==> config.mk <==
export PLATFORM = sky130hd
export DESIGN_NAME = stc_top
export DESIGN_NICKNAME = d
export VERILOG_FILES = /design/src/hdl/stc_pkg.sv /design/src/hdl/stc_top.sv /design/src/hdl/stc_timer.sv
export VERILOG_INCLUDE_DIRS = /design/src /design/src/hdl
export SDC_FILE = /design/constraint.sdc
export NUM_CORES = 1
export LEC_CHECK = 0
export ABC_AREA = 1
export BUFFER_PORTS_ARGS = -buffer_cell sky130_fd_sc_hd__buf_2
export CAP_MARGIN = 20
export CORE_UTILIZATION = 39
export CTS_CLUSTER_DIAMETER = 80
export DETAILED_ROUTE_END_ITERATION = 6
export GPL_ROUTABILITY_DRIVEN = 1
export HOLD_SLACK_MARGIN = 0.15
export PLACE_DENSITY_LB_ADDON = 0.15
export SLEW_MARGIN = 20
export SYNTH_ARGS = -nofsm -noshare
export SYNTH_HDL_FRONTEND = slang
export SYNTH_SLANG_ARGS = --single-unit
==> constraint.sdc <==
create_clock -name sys_clk -period 3.35 [get_ports sys_clk]
set_clock_uncertainty 0.05 [all_clocks]
set_input_delay 0.67 -clock sys_clk [delete_from_list [all_inputs] [get_ports sys_clk]]
set_output_delay 0.67 -clock sys_clk [all_outputs]
set_load 0.03 [all_outputs]
==> src/hdl/stc_consts.svh <==
// constants of the slope and temperature charge terminator
`ifndef STC_CONSTS_SVH
`define STC_CONSTS_SVH

// ==========================================================
// clock and time base
`define STC_CLK_PERIOD_NS 4
`define STC_TICK_TIME_NS 1000000
`define STC_TICK_CYCLES ((`STC_TICK_TIME_NS + `STC_CLK_PERIOD_NS - 1) / `STC_CLK_PERIOD_NS)
`define STC_TICK_MS 1
`define STC_BASE_INTERVAL_MS 21000
`define STC_BASE_INTERVAL_TICKS (`STC_BASE_INTERVAL_MS / `STC_TICK_MS)
`define STC_CONV_TIME_MS 5
`define STC_CONV_TICKS ((`STC_CONV_TIME_MS + `STC_TICK_MS - 1) / `STC_TICK_MS)
`define STC_TIMER_W 20

// ==========================================================
// conversion codes
`define STC_CODE_W 12
`define STC_CODE_LSB_UV 2500

// ==========================================================
// register offsets
`define STC_OFS_CTRL 8'h00
`define STC_OFS_STATUS 8'h04
`define STC_OFS_CODES 8'h08
`define STC_OFS_IRQ_STAT 8'h0C
`define STC_OFS_IRQ_MASK 8'h10

// ==========================================================
// control fields and reset values
`define STC_CTRL_NEG_BIT 0
`define STC_CTRL_SEL_LO 1
`define STC_CTRL_SEL_HI 2
`define STC_CTRL_CELLS_LO 4
`define STC_CTRL_CELLS_HI 7
`define STC_NEG_RST 1'h0
`define STC_SEL_RST 2'h0
`define STC_CELLS_M1_RST 4'h0

// ==========================================================
// status fields
`define STC_ST_FAST_BIT 0
`define STC_ST_HOT_BIT 1
`define STC_ST_TERM_BIT 2
`define STC_ST_COLD_BIT 3
`define STC_ST_PHASE_LO 4
`define STC_ST_PHASE_HI 6
`define STC_CODES_B_LO 16

// ==========================================================
// interrupt bits
`define STC_IRQ_W 5
`define STC_IRQ_SLOPE 0
`define STC_IRQ_HOT 1
`define STC_IRQ_TIMEOUT 2
`define STC_IRQ_FAST 3
`define STC_IRQ_MEAS 4
`define STC_IRQ_MASK_RST 5'h00

`endif

==> src/hdl/stc_pkg.sv <==
// types and shared arithmetic of the charge terminator
`include "stc_consts.svh"

package stc_pkg;

  // ==========================================================
  // measurement phases, gray coded along the cycle
  typedef enum logic [2:0] {
    STC_WAIT_A = 3'h0,
    STC_CONV_A = 3'h1,
    STC_WAIT_B = 3'h3,
    STC_CONV_B = 3'h2,
    STC_HALT = 3'h6
  } stc_phase_e;

  typedef logic [`STC_CODE_W-1:0] stc_code_t;

  // ==========================================================
  // true when a pair of codes ends fast charge
  function automatic logic stc_slope_end(
    input logic neg,
    input stc_code_t first,
    input stc_code_t second,
    input logic [3:0] cells_m1
  );
    logic [`STC_CODE_W:0] limit;
    limit = {1'b0, second} + {{(`STC_CODE_W-3){1'b0}}, cells_m1} + 13'h0001;
    if (neg) begin
      // one code step per cell, so a drop of at least cells steps
      return {1'b0, first} >= limit;
    end
    return first == second;
  endfunction : stc_slope_end

endpackage : stc_pkg

==> src/hdl/stc_top.sv <==
// fast or trickle decision from voltage slope, temperature and timeout
//
// Chosen here: the plain strobed port and the placing of the registers.
`timescale 1ns/1ns
`include "stc_consts.svh"

//
// Contract
// - battery voltage is taken as codes of 2.5mV per step
// - first measurement follows one selectable interval of 21 to 168 s
// - each measurement takes a 5 ms conversion window
// - second measurement after another interval, then the pair is compared
// - without termination the two-interval two-measurement cycle repeats
// - zero-slope variant ends fast charge on equal codes
// - negative-slope variant ends fast charge on a drop of cells steps
// - hot comparator ends fast charge at once
// - cooling after a hot end never restarts fast charge
// - cold at startup withholds fast charge until it clears
// - exactly one state, fast or trickle, is held
// - timeout or slope end forces trickle whatever else holds
// - only the first clearing of startup cold starts fast charge
// - hot at startup blocks fast charge until reset
module stc_top
  import stc_pkg::*;
#(
  parameter int TICK_CYCLES = `STC_TICK_CYCLES,
  parameter int BASE_INTERVAL_TICKS = `STC_BASE_INTERVAL_TICKS,
  parameter int CONV_TICKS = `STC_CONV_TICKS
) (
  input wire logic sys_clk,
  input wire logic rst_n,
  input wire logic [7:0] addr,
  input wire logic [31:0] wr_data,
  input wire logic wr_en,
  input wire logic rd_en,
  output logic [31:0] rd_data,
  input wire logic [`STC_CODE_W-1:0] conv_code,
  input wire logic hot_above,
  input wire logic cold_below,
  input wire logic charge_timeout,
  output logic conv_start,
  output logic fast_charge,
  output logic irq
);

  // ==========================================================
  // state
  typedef struct packed {
    stc_phase_e phase;
    logic started;
    logic fast;
    logic hot_lock;
    logic term_lock;
    logic cold_wait;
    logic conv_start;
    stc_code_t code_a;
    stc_code_t code_b;
    logic neg;
    logic [1:0] sel;
    logic [3:0] cells_m1;
    logic [`STC_IRQ_W-1:0] irq_stat;
    logic [`STC_IRQ_W-1:0] irq_mask;
    logic irq;
    logic [31:0] rd_data;
  } stc_state_s;

  stc_state_s r;
  stc_state_s n;
  logic [`STC_IRQ_W-1:0] ev;
  logic [`STC_IRQ_W-1:0] clr;
  logic tmr_restart;
  logic tmr_done;
  logic [`STC_TIMER_W-1:0] tmr_target;

  // ==========================================================
  // timer target follows the current phase
  function automatic logic [`STC_TIMER_W-1:0] stc_target(
    input stc_phase_e ph,
    input logic [1:0] sel
  );
    logic [`STC_TIMER_W-1:0] base;
    base = `STC_TIMER_W'(BASE_INTERVAL_TICKS);
    if (ph == STC_CONV_A || ph == STC_CONV_B) begin
      return `STC_TIMER_W'(CONV_TICKS);
    end
    // select doubles the base: 21, 42, 84 or 168 s
    return base << sel;
  endfunction : stc_target

  assign tmr_target = stc_target(r.phase, r.sel);

  // the count only runs while charging fast and restarts on each phase entry
  assign tmr_restart = (n.phase != r.phase) || !r.fast;

  stc_timer #(
    .TICK_CYCLES(TICK_CYCLES)
  ) u_timer (
    .sys_clk(sys_clk),
    .rst_n(rst_n),
    .restart(tmr_restart),
    .target(tmr_target),
    .done(tmr_done)
  );

  // ==========================================================
  // register decode, shared by the write and the read path
  typedef enum logic [2:0] {
    STC_REG_NONE = 3'h0,
    STC_REG_CTRL = 3'h1,
    STC_REG_STATUS = 3'h2,
    STC_REG_CODES = 3'h3,
    STC_REG_IRQ_STAT = 3'h4,
    STC_REG_IRQ_MASK = 3'h5
  } stc_reg_e;

  function automatic stc_reg_e stc_decode(input logic [7:0] a);
    unique case (a)
      `STC_OFS_CTRL: begin
        return STC_REG_CTRL;
      end
      `STC_OFS_STATUS: begin
        return STC_REG_STATUS;
      end
      `STC_OFS_CODES: begin
        return STC_REG_CODES;
      end
      `STC_OFS_IRQ_STAT: begin
        return STC_REG_IRQ_STAT;
      end
      `STC_OFS_IRQ_MASK: begin
        return STC_REG_IRQ_MASK;
      end
      default: begin
        return STC_REG_NONE;
      end
    endcase
  endfunction : stc_decode

  // ==========================================================
  // next state
  always_comb begin
    n = r;
    ev = '0;
    clr = '0;
    n.conv_start = 1'b0;
    n.rd_data = '0;

    // startup sample of the temperature comparators
    if (!r.started) begin
      n.started = 1'b1;
      if (hot_above) begin
        n.hot_lock = 1'b1;
      end else if (cold_below) begin
        n.cold_wait = 1'b1;
      end else begin
        n.fast = 1'b1;
      end
    end else if (r.cold_wait && !cold_below) begin
      // cold_wait never sets again, so later edges do nothing
      n.cold_wait = 1'b0;
      if (!r.hot_lock && !r.term_lock && !hot_above) begin
        n.fast = 1'b1;
      end
    end

    // slope measurement cycle
    unique case (r.phase)
      STC_WAIT_A: begin
        if (r.fast && tmr_done) begin
          n.phase = STC_CONV_A;
          n.conv_start = 1'b1;
        end
      end
      STC_CONV_A: begin
        if (tmr_done) begin
          n.code_a = conv_code;
          n.phase = STC_WAIT_B;
          ev[`STC_IRQ_MEAS] = 1'b1;
        end
      end
      STC_WAIT_B: begin
        if (tmr_done) begin
          n.phase = STC_CONV_B;
          n.conv_start = 1'b1;
        end
      end
      STC_CONV_B: begin
        if (tmr_done) begin
          n.code_b = conv_code;
          n.phase = STC_WAIT_A;
          ev[`STC_IRQ_MEAS] = 1'b1;
          if (stc_slope_end(r.neg, r.code_a, conv_code, r.cells_m1)) begin
            n.term_lock = 1'b1;
            n.fast = 1'b0;
            ev[`STC_IRQ_SLOPE] = 1'b1;
          end
        end
      end
      STC_HALT: begin
        n.phase = STC_HALT;
      end
      default: begin
        n.phase = STC_HALT;
      end
    endcase

    // terminations override any start in the same cycle
    if (r.started && hot_above) begin
      n.hot_lock = 1'b1;
      n.fast = 1'b0;
      if (r.fast) begin
        ev[`STC_IRQ_HOT] = 1'b1;
      end
    end
    if (charge_timeout) begin
      n.term_lock = 1'b1;
      n.fast = 1'b0;
      if (r.fast) begin
        ev[`STC_IRQ_TIMEOUT] = 1'b1;
      end
    end

    // once trickle is reached by any cause the slope cycle stops
    if (r.fast && !n.fast) begin
      n.phase = STC_HALT;
    end
    // taken from the transition, so a start cancelled in the same cycle reports nothing
    if (!r.fast && n.fast) begin
      ev[`STC_IRQ_FAST] = 1'b1;
    end

    // register writes
    if (wr_en) begin
      unique case (stc_decode(addr))
        STC_REG_CTRL: begin
          n.neg = wr_data[`STC_CTRL_NEG_BIT];
          n.sel = wr_data[`STC_CTRL_SEL_HI:`STC_CTRL_SEL_LO];
          n.cells_m1 = wr_data[`STC_CTRL_CELLS_HI:`STC_CTRL_CELLS_LO];
        end
        STC_REG_IRQ_STAT: begin
          clr = wr_data[`STC_IRQ_W-1:0];
        end
        STC_REG_IRQ_MASK: begin
          n.irq_mask = wr_data[`STC_IRQ_W-1:0];
        end
        default: begin
          n.irq_mask = r.irq_mask;
        end
      endcase
    end

    // a new event in the clearing cycle survives
    n.irq_stat = (r.irq_stat & ~clr) | ev;
    n.irq = |(n.irq_stat & n.irq_mask);

    // register reads, answered one cycle later
    if (rd_en) begin
      unique case (stc_decode(addr))
        STC_REG_CTRL: begin
          n.rd_data[`STC_CTRL_NEG_BIT] = r.neg;
          n.rd_data[`STC_CTRL_SEL_HI:`STC_CTRL_SEL_LO] = r.sel;
          n.rd_data[`STC_CTRL_CELLS_HI:`STC_CTRL_CELLS_LO] = r.cells_m1;
        end
        STC_REG_STATUS: begin
          n.rd_data[`STC_ST_FAST_BIT] = r.fast;
          n.rd_data[`STC_ST_HOT_BIT] = r.hot_lock;
          n.rd_data[`STC_ST_TERM_BIT] = r.term_lock;
          n.rd_data[`STC_ST_COLD_BIT] = r.cold_wait;
          n.rd_data[`STC_ST_PHASE_HI:`STC_ST_PHASE_LO] = r.phase;
        end
        STC_REG_CODES: begin
          n.rd_data[`STC_CODE_W-1:0] = r.code_a;
          n.rd_data[`STC_CODES_B_LO +: `STC_CODE_W] = r.code_b;
        end
        STC_REG_IRQ_STAT: begin
          n.rd_data[`STC_IRQ_W-1:0] = r.irq_stat;
        end
        STC_REG_IRQ_MASK: begin
          n.rd_data[`STC_IRQ_W-1:0] = r.irq_mask;
        end
        default: begin
          n.rd_data = '0;
        end
      endcase
    end
  end

  // ==========================================================
  // state register
  always_ff @(posedge sys_clk or negedge rst_n) begin
    if (!rst_n) begin
      r <= '0;
      r.phase <= STC_WAIT_A;
      r.neg <= `STC_NEG_RST;
      r.sel <= `STC_SEL_RST;
      r.cells_m1 <= `STC_CELLS_M1_RST;
      r.irq_mask <= `STC_IRQ_MASK_RST;
    end else begin
      r <= n;
    end
  end

  // ==========================================================
  // outputs, all straight from the state register
  assign rd_data = r.rd_data;
  assign conv_start = r.conv_start;
  assign fast_charge = r.fast;
  assign irq = r.irq;

endmodule : stc_top

==> src/hdl/stc_timer.sv <==
// tick prescaler and tick counter used for intervals and conversion windows
`timescale 1ns/1ns
`include "stc_consts.svh"

module stc_timer
  import stc_pkg::*;
#(
  parameter int TICK_CYCLES = `STC_TICK_CYCLES
) (
  input wire logic sys_clk,
  input wire logic rst_n,
  input wire logic restart,
  input wire logic [`STC_TIMER_W-1:0] target,
  output logic done
);

  typedef struct packed {
    logic [31:0] pre;
    logic [`STC_TIMER_W-1:0] cnt;
    logic done;
  } stc_tmr_s;

  stc_tmr_s r;
  stc_tmr_s n;

  always_comb begin
    n = r;
    if (restart) begin
      n = '0;
    end else if (!r.done) begin
      if (r.pre == 32'(TICK_CYCLES - 1)) begin
        n.pre = '0;
        n.cnt = r.cnt + 20'h00001;
        // sticks until the owner restarts, so no expiry is missed
        if (n.cnt >= target) begin
          n.done = 1'b1;
        end
      end else begin
        n.pre = r.pre + 32'h00000001;
      end
    end
  end

  always_ff @(posedge sys_clk or negedge rst_n) begin
    if (!rst_n) begin
      r <= '0;
    end else begin
      r <= n;
    end
  end

  assign done = r.done;

endmodule : stc_timer

Word level (Yosys, flattened, before mapping)

Index checks and enable logic that the tools add are counted.
Widths: inputs -> output; s select.

Register bits after elaboration: 136
Latch bits: 0
Memory bits (writable): 0
ROM bits: 0
Output and inout port bits: 35
Word-level logic and storage cells: 151
Memories: 0

$add $sub $neg: 4
Multiply operators: 0
Div/mod/pow operators: 0
Magnitude comparators: 2
Eq/ne operators: 22
Shifts and indexed selects: 1
Muxes and demuxes: 67
Bitwise logic cells: 4
Reductions and logical operators: 32

Operator list:

| kind                  | count |
|---|---|
| $mux 53               | 2 |
| $mux 20               | 2 |
| $mux 1                | 38 |
| $add 32x1->32 const B | 1 |
| $eq 32x18->1 const B  | 1 |
| $mux 32               | 1 |
| $pmux 3 s5            | 2 |
| $mux 28               | 1 |
| $mux 21               | 1 |
| $mux 3                | 7 |
| $add 20x1->20 const B | 1 |
| $ge 20x20->1          | 1 |
| $mux 5                | 4 |
| $shl 15x2->20 const A | 1 |
| $eq 8x4->1 const B    | 2 |
| $add 12x4->13         | 1 |
| $add 13x1->13 const B | 1 |
| $ge 12x13->1          | 1 |
| $eq 12x12->1          | 1 |
| $eq 3x2->1 const B    | 4 |
| $eq 3x3->1 const B    | 4 |
| $mux 12               | 1 |
| $pmux 3 s4            | 1 |
| $reduce_bool 2->1     | 6 |
| 24 further kinds      | 47 |

Depth between registers and ports, before layout

Gate-level depths: netlist of the first run.

Depth in word-level cells: 19
Mapped depth: 30
Mapped depth without buffers: 28

Cells and area by module

Synthesis of the first run repeated with hierarchy kept, for this count alone.

Cells, all modules: 1129
Area, all modules: 8340.5 µm²

By module, submodules not included:

| module    | times used | cells an instance | area each (µm²) | sequential area each (µm²) |
|---|---|---|---|---|
| stc_timer | 1          | 637               | 4181.5          | 1326.3 |
| stc_top   | 1          | 492               | 4159.0          | 1876.8 |

Worst setup path after synthesis of the first run

No wires, ideal clock.

Path kind: input -> register
Start point: in conv_code[0]
End point: reg u_timer.r[40] (netlist bit)
Setup time: 65 ps
Data arrival time: 3584 ps
Data required time: 3235 ps
Setup slack: -348 ps
Stages on the path: 28
Path buffers: 2
Path through: inv_1 > ha_1 > inv_1 > fa_1 > nand2_1 > nand2_1 > nand2_1 > nor3_1 > xor2_1 > ha_1 > nand2_1 > nor3_1 > nand2_1 > nand2_1 > nand2_1 > nand3_1 > nand2_1 > nand2_1 > nand2_2 > nand2_2 > nand2_4 > nand3_1 > nand3_2 > nor2_4 > buf_8 > buf_12 > nand3_2 > nand2_1

Longest elaborated chain between the ends: 18

RTL lines:

| what                                                   | line            | source |
|---|---|---|
| from (decl)                                            | stc_top.sv:37   | `` input wire logic [`STC_CODE_W-1:0] conv_code, `` |
| $add 12x4->13                                          | stc_pkg.sv:27   | `` limit = {1'b0, second} + {{(`STC_CODE_W-3){1'b0}}, cells_m1} + 13'h0001; `` |
| $add 13x1->13                                          | stc_pkg.sv:27   |  |
| $ge 12x13->1                                           | stc_pkg.sv:30   | `return {1'b0, first} >= limit;` |
| $mux 1                                                 | stc_pkg.sv:28   | `if (neg) begin` |
| $mux 1 (*)                                             | stc_pkg.sv:32   | `return first == second;` |
| $mux 1 (*)                                             | stc_top.sv:188  | `if (tmr_done) begin` |
| $mux 1 (*)                                             | stc_top.sv:167  | `unique case (r.phase)` |
| $mux 1 (*)                                             | stc_top.sv:192  | `if (stc_slope_end(r.neg, r.code_a, conv_code, r.cells_m1)) begin` |
| [... 2 more ...]                                       | n/a             |  |
| $mux 2 (*)                                             | stc_top.sv:208  | `if (r.started && hot_above) begin` |
| $mux 1 (*)                                             | stc_top.sv:215  | `if (charge_timeout) begin` |
| $logic_not 1->1 (*)                                    | stc_top.sv:224  | `if (r.fast && !n.fast) begin` |
| $logic_and 1x1->1 (*)                                  | stc_top.sv:224  |  |
| $mux 3 (*)                                             | stc_top.sv:224  |  |
| $ne 3x3->1 (*)                                         | stc_top.sv:93   | `assign tmr_restart = (n.phase != r.phase) \|\| !r.fast;` |
| $logic_or 1x1->1 (*)                                   | stc_top.sv:93   |  |
| $ne 2x2->1 (no line) / $mux 53 (equally long branches) | n/a             |  |
| to (signal assigned)                                   | stc_timer.sv:48 | `r <= n;` |
| to (decl)                                              | stc_timer.sv:23 | `stc_tmr_s r;` |

Every way passes the cells marked *; elsewhere a longest branch is shown, timed or not. The select of a mux whose other input is x is not followed.
A chain may end at the register's enable or synchronous reset.

Worst setup path in the final report of the first run

Start point: reg r[43] (netlist bit)
End point: reg u_timer.r[24] (netlist bit)

Longest elaborated chain between the ends: 18

RTL lines:

| what                                                   | line           | source |
|---|---|---|
| from (decl)                                            | stc_top.sv:67  | `stc_state_s r;` |
| from (signal assigned)                                 | stc_top.sv:299 | `r <= n;` |
| $add 12x4->13 (*)                                      | stc_pkg.sv:27  |  |
| $add 13x1->13 (*)                                      | stc_pkg.sv:27  |  |
| $ge 12x13->1 (*)                                       | stc_pkg.sv:30  |  |
| $mux 1 (*)                                             | stc_pkg.sv:28  |  |
| $mux 1 (*)                                             | stc_pkg.sv:32  |  |
| $mux 1 (*)                                             | stc_top.sv:188 |  |
| $mux 1 (*)                                             | stc_top.sv:167 |  |
| $mux 1 (*)                                             | stc_top.sv:192 |  |
| [... 2 more ...]                                       | n/a            |  |
| $mux 2 (*)                                             | stc_top.sv:208 |  |
| $mux 1 (*)                                             | stc_top.sv:215 |  |
| $logic_not 1->1 (*)                                    | stc_top.sv:224 |  |
| $logic_and 1x1->1 (*)                                  | stc_top.sv:224 |  |
| $mux 3 (*)                                             | stc_top.sv:224 |  |
| $ne 3x3->1 (*)                                         | stc_top.sv:93  |  |
| $logic_or 1x1->1 (*)                                   | stc_top.sv:93  |  |
| $ne 2x2->1 (no line) / $mux 53 (equally long branches) | n/a            |  |

Marks and branches as above.

==> flow_summary.yaml, run 1 <==
logic_synthesis:
  async_flop_share_pct: 100.0
  yosysUniqueCellTypes: 44
  synth_cells: 1059
  synth_ff_type: "dfrtp_1"
  ys_seq_area_share_pct: 39.05
  synth_edf_count: 0
  synth_seq_cells: 128
  ys_warn_count: 0
  synth_area_um2: 8203
  synth.avg_cell_area_um2: 7.746
hold_path:
  hp-class: "input pin to flip-flop"
sta:
  setup_viol: 53
  hold_viol_final: 0
  fin_ws_ns: -0.3226
  tightest_slew_ns: 0.8217
  relSlewSlack_pct: 45.22
  rsz0062_at_grt: "yes"
  worst_hold_slack_ns: 0.4244
  fin_crit_sh_pct: 109.6
  fmax_mhz: 272.3
  drv_slew: 0
  min_period_ns: 3.673
  setup_tns_ns: -13.88
worst_setup_path:
  worst-setup-path-type: "flip-flop to flip-flop"
  r2r_slack_ns: -0.32
  crit_slowest_cell: "dfrtp_1"
  slowest_delay_ns: 0.38
  arrival_ns: 3.98
  path_common_cell: "nand2_1"
  startpoint_type: "flip-flop"
  cp.required_ns: 3.66
  end_kind: "flip-flop"
  path_max_fanout: 8
floorplanning:
  row_count: 52
  die_w_um: 147.0
  core_area_um2: 20430
  start_util_pct: 40.15
  die_h_um: 147.0
  die_area_um2: 21620
  ios: 94
route:
  routed_via_density: 4.912
  vias: 7088
  routed_wl_um: 20820
  drt_iter0_markers: 347
  wl_per_cell_um: 14.43
  drc: 0
  final_antenna_net_count: 0
  drt_pass1_iterations: 5
clock_network:
  clock-root-buffer: "clkbuf_16"
  clockBufferDepth: 2
  cts_tree: "done"
  clock_latency_ns: 0.43
  clock_sinks: 128
  numCtsBuffers: 17
  cts_max_level: 4
  path_clk_slew_ns: 0.07
placed_design:
  gp_congestion: 0.8574
  hpwl_um: 14770
  port-buffer-count: 61
  post_dp_cell_area_um2: 8999
finish:
  final_util_pct: 48.34
  finalInstanceArea_um2: 9876
  finalNetCount: 1257
  antenna_cells: 0
  area_growth_pct: 20.39
  drive_gt1_share_pct: 20.97
global_routing:
  track_usage_pct: 20.00
  grt_pass1_wl_um: 34230
  antenna_found_initial: 0
  grt_overflow: 0
  grt_pass1_vias: 6871
  grt_max_degree: 80
outcome:
  outcome: "complete, but fails checks"
  violations: "setup timing"
pwr:
  p_total_uw: 3661
  p_per_area_nw_per_um2: 370.7
  p_leak_uw: 0.004853
  vdd_drop_max_uv: 311.8
run:
  cap_violations: 0
[cell usage in the layout, fill, tap and decap left out, types with 4 or more instances in the layout]
cell type	count
buf_6	6
a211oi_2	4
clkinvlp_4	4
inv_2	4
nand2_2	8
inv_1	133
nor3_1	37
nor4_1	13
dfrtp_1	127
nand3_2	33
nand2_4	5
nand3_1	33
o22ai_1	12
buf_4	57
clkbuf_16	18
buf_2	60
nand2_1	233
o21ai_0	61
a21oi_1	20
ha_1	35
a211oi_1	4
nand4_1	19
xnor2_1	10
inv_6	7
xor2_1	36
mux2i_1	4
nor2_1	119
conb_1	9
nor2_2	6
buf_16	4
[metrics by stage]
stage	setup slack, ns	cells
after detailed placement	-0.7799	1395
after global placement	-0.6543	1395
after floorplan	-0.2325	1066
after global routing	-0.5442	1443
final	-0.3226	1443
after CTS	-0.3088	1440
[Yosys cell counts (4+ instances only)]
| cell | instances | share of area, % |
|---|---|---|
| a211oi_1 | 8 | 0.73 |
| a21oi_1 | 23 | 1.4 |
| buf_2 | 5 | 0.31 |
| buf_4 | 32 | 2.9 |
| clkbuf_1 | 13 | 0.59 |
| dfrtp_1 | 128 | 39 |
| ha_1 | 37 | 5.6 |
| inv_1 | 136 | 6.2 |
| mux2i_1 | 4 | 0.49 |
| nand2_1 | 237 | 11 |
| nand2_2 | 8 | 0.61 |
| nand3_1 | 38 | 2.3 |
| nand3_2 | 29 | 3.5 |
| nand4_1 | 19 | 1.4 |
| nor2_1 | 122 | 5.6 |
| nor3_1 | 38 | 2.3 |
| nor3b_1 | 4 | 0.37 |
| nor4_1 | 14 | 1.1 |
| o21ai_0 | 61 | 3.7 |
| o22ai_1 | 13 | 0.99 |
| xnor2_1 | 10 | 1.1 |
| xor2_1 | 37 | 4.0 |
[worst max-delay path, delay by kind of cell, from the launching register on]
| family | cells | cell delay [ns] |
|---|---|---|
| AOI/OAI and AO/OA | 1 | 0.14 |
| buffers and inverters | 5 | 0.56 |
| xor gates and xnor gates | 1 | 0.13 |
| adders and majority gates | 3 | 0.79 |
| and+or+nand+nor | 20 | 1.54 |
| DFF | 1 | 0.38 |
[routing by layer]
| metal | up-vias | GRT usage (%) | share of wire (%) |
|---|---|---|---|
| li1 | 3596 | - | - |
| met1 | 3345 | 27.06 | 49 |
| met2 | 121 | 32.23 | 46 |
| met3 | 26 | 3.944 | 3.5 |
| met4 | 0 | 6.237 | 1.7 |
| met5 | - | 0 | 0 |
[registers in the layout, summed over array words and instances (netlist names)]
name and flops:
u_timer.r 52, r 48, rd_data 24, conv_start 1
fast_charge 1, irq 1, u_timer.done 1
[area by class of cell]
type / instances / area, um2
Clock buffer: 17 / 425.4
Fill cell: 2050 / 10550
Timing Repair Buffer: 132 / 1001
Clock inverter: 15 / 123.9
Inverter: 140 / 540.5
Tap cell: 270 / 337.8
Multi-Input combinational cell: 741 / 4243
Sequential cell: 128 / 3204
[what timing repair did]
| item | 4_1_cts | 5_1_grt |
|---|---|---|
| setup buffers | 9 | 4 |
| endpoints found under the hold margin | 16 | 0 |
| pin swaps | 15 | 13 |
| hold buffers | 1 | 0 |
| setup endpoints to repair | 54 | 55 |
| resized for setup | 21 | 11 |
| gates cloned | 5 | 1 |
[cells by family after synthesis]
kind of cell | after synthesis | synth area share [%]
AND/OR/NAND/NOR | 521 | 29.19
buffers and inverters | 197 | 11.56
flip-flops | 128 | 39.05
AO/OA/AOI/OAI | 119 | 8.298
XOR/XNOR | 47 | 5.018
adder cells (fa/ha/maj) | 38 | 5.888
multiplexers | 7 | 0.8999
other | 2 | 0.09155
[final timing paths]
path | start | endpoint | cells after the start
setup / recovery | r[43] | u_timer.r[24] | 30
hold / removal | cold_below | r[75] | 2
setup reg to reg | r[43] | u_timer.r[24] | 30
hold reg to reg | r[50] | rd_data[16] | 2
max in group asynchronous | rst_n | r[45] | 3
min in group asynchronous | rst_n | r[35] | 2
[where the power goes]
| group | internal, uW | leakage, uW | total, uW | switching, uW |
|---|---|---|---|---|
| clock | 968 | 0.000262 | 1760 | 797 |
| sequential | 1560 | 0.00162 | 1580 | 12.3 |
| combinational | 129 | 0.00297 | 319 | 191 |
Note: power is estimated with default switching activity, not from simulation.
==> run 2: changes to the inputs <==
--- a/config.mk
+++ b/config.mk
@@ -6,7 +6,6 @@
 export SDC_FILE = /design/constraint.sdc
 export NUM_CORES = 1
 export LEC_CHECK = 0
-export ABC_AREA = 1
 export BUFFER_PORTS_ARGS = -buffer_cell sky130_fd_sc_hd__buf_2
 export CAP_MARGIN = 20
 export CORE_UTILIZATION = 39
==> run 2 against run 1 <==
Effect of this change:
- the flow now finishes without violations
- clock power is 3% higher
- area after synthesis shrank 9.2%
- non-clock buffer count down 39
- cell count fell by 26%
- sequential share of layout area rose by 4.6 points
- synthesized cell count is 28% lower
- maximum frequency grew 11%
- critical path depth decreased by 14
- worst setup slack improved by 0.37 ns
- sequential cell count is the same
==> flow_summary.yaml, run 2 <==
finish:
  drive_gt1_share_pct: 21.41
  largest_register_ffs: 52
  antenna_cells: 0
  instances_no_fill: 1070
  top_register: "u_timer.r"
  multi_input_area_um2: 3930
  mostFrequentLayoutCell: "dfrtp_1"
  final_cell_mix: "128 x dfrtp_1, 87 x nand2_1, 66 x nor2_1"
  area_growth_pct: 15.94
  nFillCells: 1761
  seq_area_um2: 3203
  finalNetCount: 920
sta:
  setup_viol: 0
  worst_hold_slack_ns: 0.2094
  tightest_slew_ns: 1.045
  min_period_ns: 3.303
  hold_viol_final: 0
  fin_crit_sh_pct: 98.59
  drv_slew: 0
  rsz0062_at_grt: "yes"
  fmax_mhz: 302.8
  fin_ws_ns: 0.04732
  relSlewSlack_pct: 30.05
pwr:
  p_int_uw: 2760
  pwr-share-seq_pct: 43.1
  p_total_uw: 3710
  p_comb_share_pct: 7.8
  p_switching_uw: 950.1
  p_per_area_nw_per_um2: 429.7
  vdd_drop_max_uv: 360.7
  clkPwrFrac_pct: 49.1
  sw_frac_of_total_pct: 25.61
  p_leak_uw: 0.004005
worst_setup_path:
  cp.required_ns: 3.60
  slowest_delay_ns: 0.35
  path_max_fanout: 5
  arrival_ns: 3.55
  worst-setup-path-type: "input pin to flip-flop"
  crit_slowest_cell: "fa_2"
  crit_chain: "buf_2 > inv_1 > ha_4 > inv_2 > fa_2 > a21o_1 > a21oi_4 > nor2_2 > xnor2_1 > ha_1 > a21oi_2 > nor2b_2 > a2111oi_4 > a31o_2 > a21boi_2 > a311o_1"
  end_kind: "flip-flop"
  startpoint_type: "input pin"
floorplanning:
  ios: 94
  die_area_um2: 19650
  die_w_um: 140.2
  core_area_um2: 18710
  start_util_pct: 39.81
  die_h_um: 140.2
  row_count: 50
clock_network:
  clock-root-buffer: "clkbuf_16"
  clock_sinks: 128
  clockBufferDepth: 2
  cts_max_level: 4
  path_clk_slew_ns: 0.06
  numCtsBuffers: 17
  clock_latency_ns: 0.42
  cts_tree: "done"
route:
  vias: 5770
  drt_pass1_iterations: 5
  routed_wl_um: 17710
  final_antenna_net_count: 0
  drc: 0
  wl_per_cell_um: 16.56
  drt_iter0_markers: 379
  routed_via_density: 5.393
global_routing:
  track_usage_pct: 19.44
  grt_pass1_wl_um: 29900
  grt_max_degree: 56
  grt_pass1_vias: 5773
  grt_overflow: 0
  antenna_found_initial: 0
placed_design:
  hpwl_um: 12660
  port-buffer-count: 61
  gp_congestion: 0.8609
  pre_cts_slack_ns: -0.3930
  dp.cells: 1037
logic_synthesis:
  synth_area_leader_cell: "dfrtp_1"
  yosys.area.top_type_share_pct: 43.01
  ys_seq_area_share_pct: 43.01
  synth.avg_cell_area_um2: 9.748
  synthTopCellsByCount: "128 x dfrtp_1, 87 x nand2_1, 69 x nor2_1"
  synth_seq_cells: 128
  synth.area.top_cells: "dfrtp_1 43%, ha_1 6.2%, xor2_1 5.1%"
  synth_cells: 764
  yosysMostFrequentCell: "dfrtp_1"
  async_flop_share_pct: 100.0
  synth_area_um2: 7447
  ys_warn_count: 0
  yosysUniqueCellTypes: 67
  synth_ff_type: "dfrtp_1"
  synth_edf_count: 0
run:
  cap_violations: 0
hold_path:
  hp-class: "input pin to async pin"
outcome:
  outcome: "complete, no violations"
## run 2: cell count changes after synthesis, sizes merged, moves of 21 or more
cell,before,now
and2,0,21
nor2,126,70
mux2,3,24
nand2,246,87
o21ai,61,25
inv,139,17
nor3,38,17
nand3,67,21
## run 2: per-stage QoR
stage | utilization [%] | cell area (um2) | setup TNS [ns]
after floorplan | - | 7486 | 0
after global placement | 42.69 | 7985 | -1.702
after detailed placement | 42.69 | 7985 | -2.345
after CTS | 45.91 | 8588 | 0
after global routing | 46.16 | 8635 | -0.1577
final | 46.16 | 8635 | 0
## run 2: worst max-delay path: cells and delay by family
family	cells	cell delay [ns]
fa+ha+maj	3	0.82
simple gates	2	0.12
buf+inv	3	0.27
compound gates	7	1.53
xor+xnor	1	0.13
## run 2: path summary, 6_finish.rpt
check,start,endpoint,slack [ns],depth (start not counted)
worst min register to register,r[55],r[55],0.42,2
worst min-delay path,rst_n,u_timer.r[34],0.21,1
max in group asynchronous,rst_n,r[40],2.20,2
worst max register to register,r[43],irq,0.06,15
worst max-delay path,conv_code[0],irq,0.05,16
min in group sys_clk,r[55],r[55],0.42,2
## run 2: cell type report
type,count,area share (%)
clock buffer,19,5.246
clock inverter,13,1.522
inverter,17,0.7390
multi-input combinational,566,45.52
sequential,128,37.10
tap,234,3.391
timing repair buffer,93,6.492
## run 2: metal layers
layer  global-route usage (%)  vias to the layer above  part of all wire, %
met5                        0                        -                    0
met4                    7.230                        0                  1.3
met3                    3.897                       18                  3.8
met2                    29.82                      144                   46
met1                    27.10                     2846                   49
li1                         -                     2762                    -
## run 2: power by group through the flow
stage,Sequential [uW],Combinational [uW],Clock (uW)
finish,1600,288,1820
global route,1600,323,1930
global placement,1630,279,0
detailed placement,1630,286,0
CTS,1600,289,1870
floorplan,1620,160,0
## run 2: cell families (layout without fill, tap and decap cells)
logic type               count (synthesis)  count (layout)  share of synthesized area [%]
other                                    2               9                         0.1008
AO/OA/AOI/OAI                          101             101                          9.207
buffers and inverters                   77             142                          5.612
multiplexers                            35              35                          5.780
XOR/XNOR                                68              68                          7.997
adder cells (fa/ha/maj)                 38              38                          6.485
AND/OR/NAND/NOR                        315             315                          21.81
flip-flops                             128             128                          43.01
## run 2: timing repair
action	4_1_cts	5_1_grt
hold buffers	0	0
pin swaps	1	9
setup buffers	0	1
endpoints found under the setup margin	2	6
resized for setup	2	12
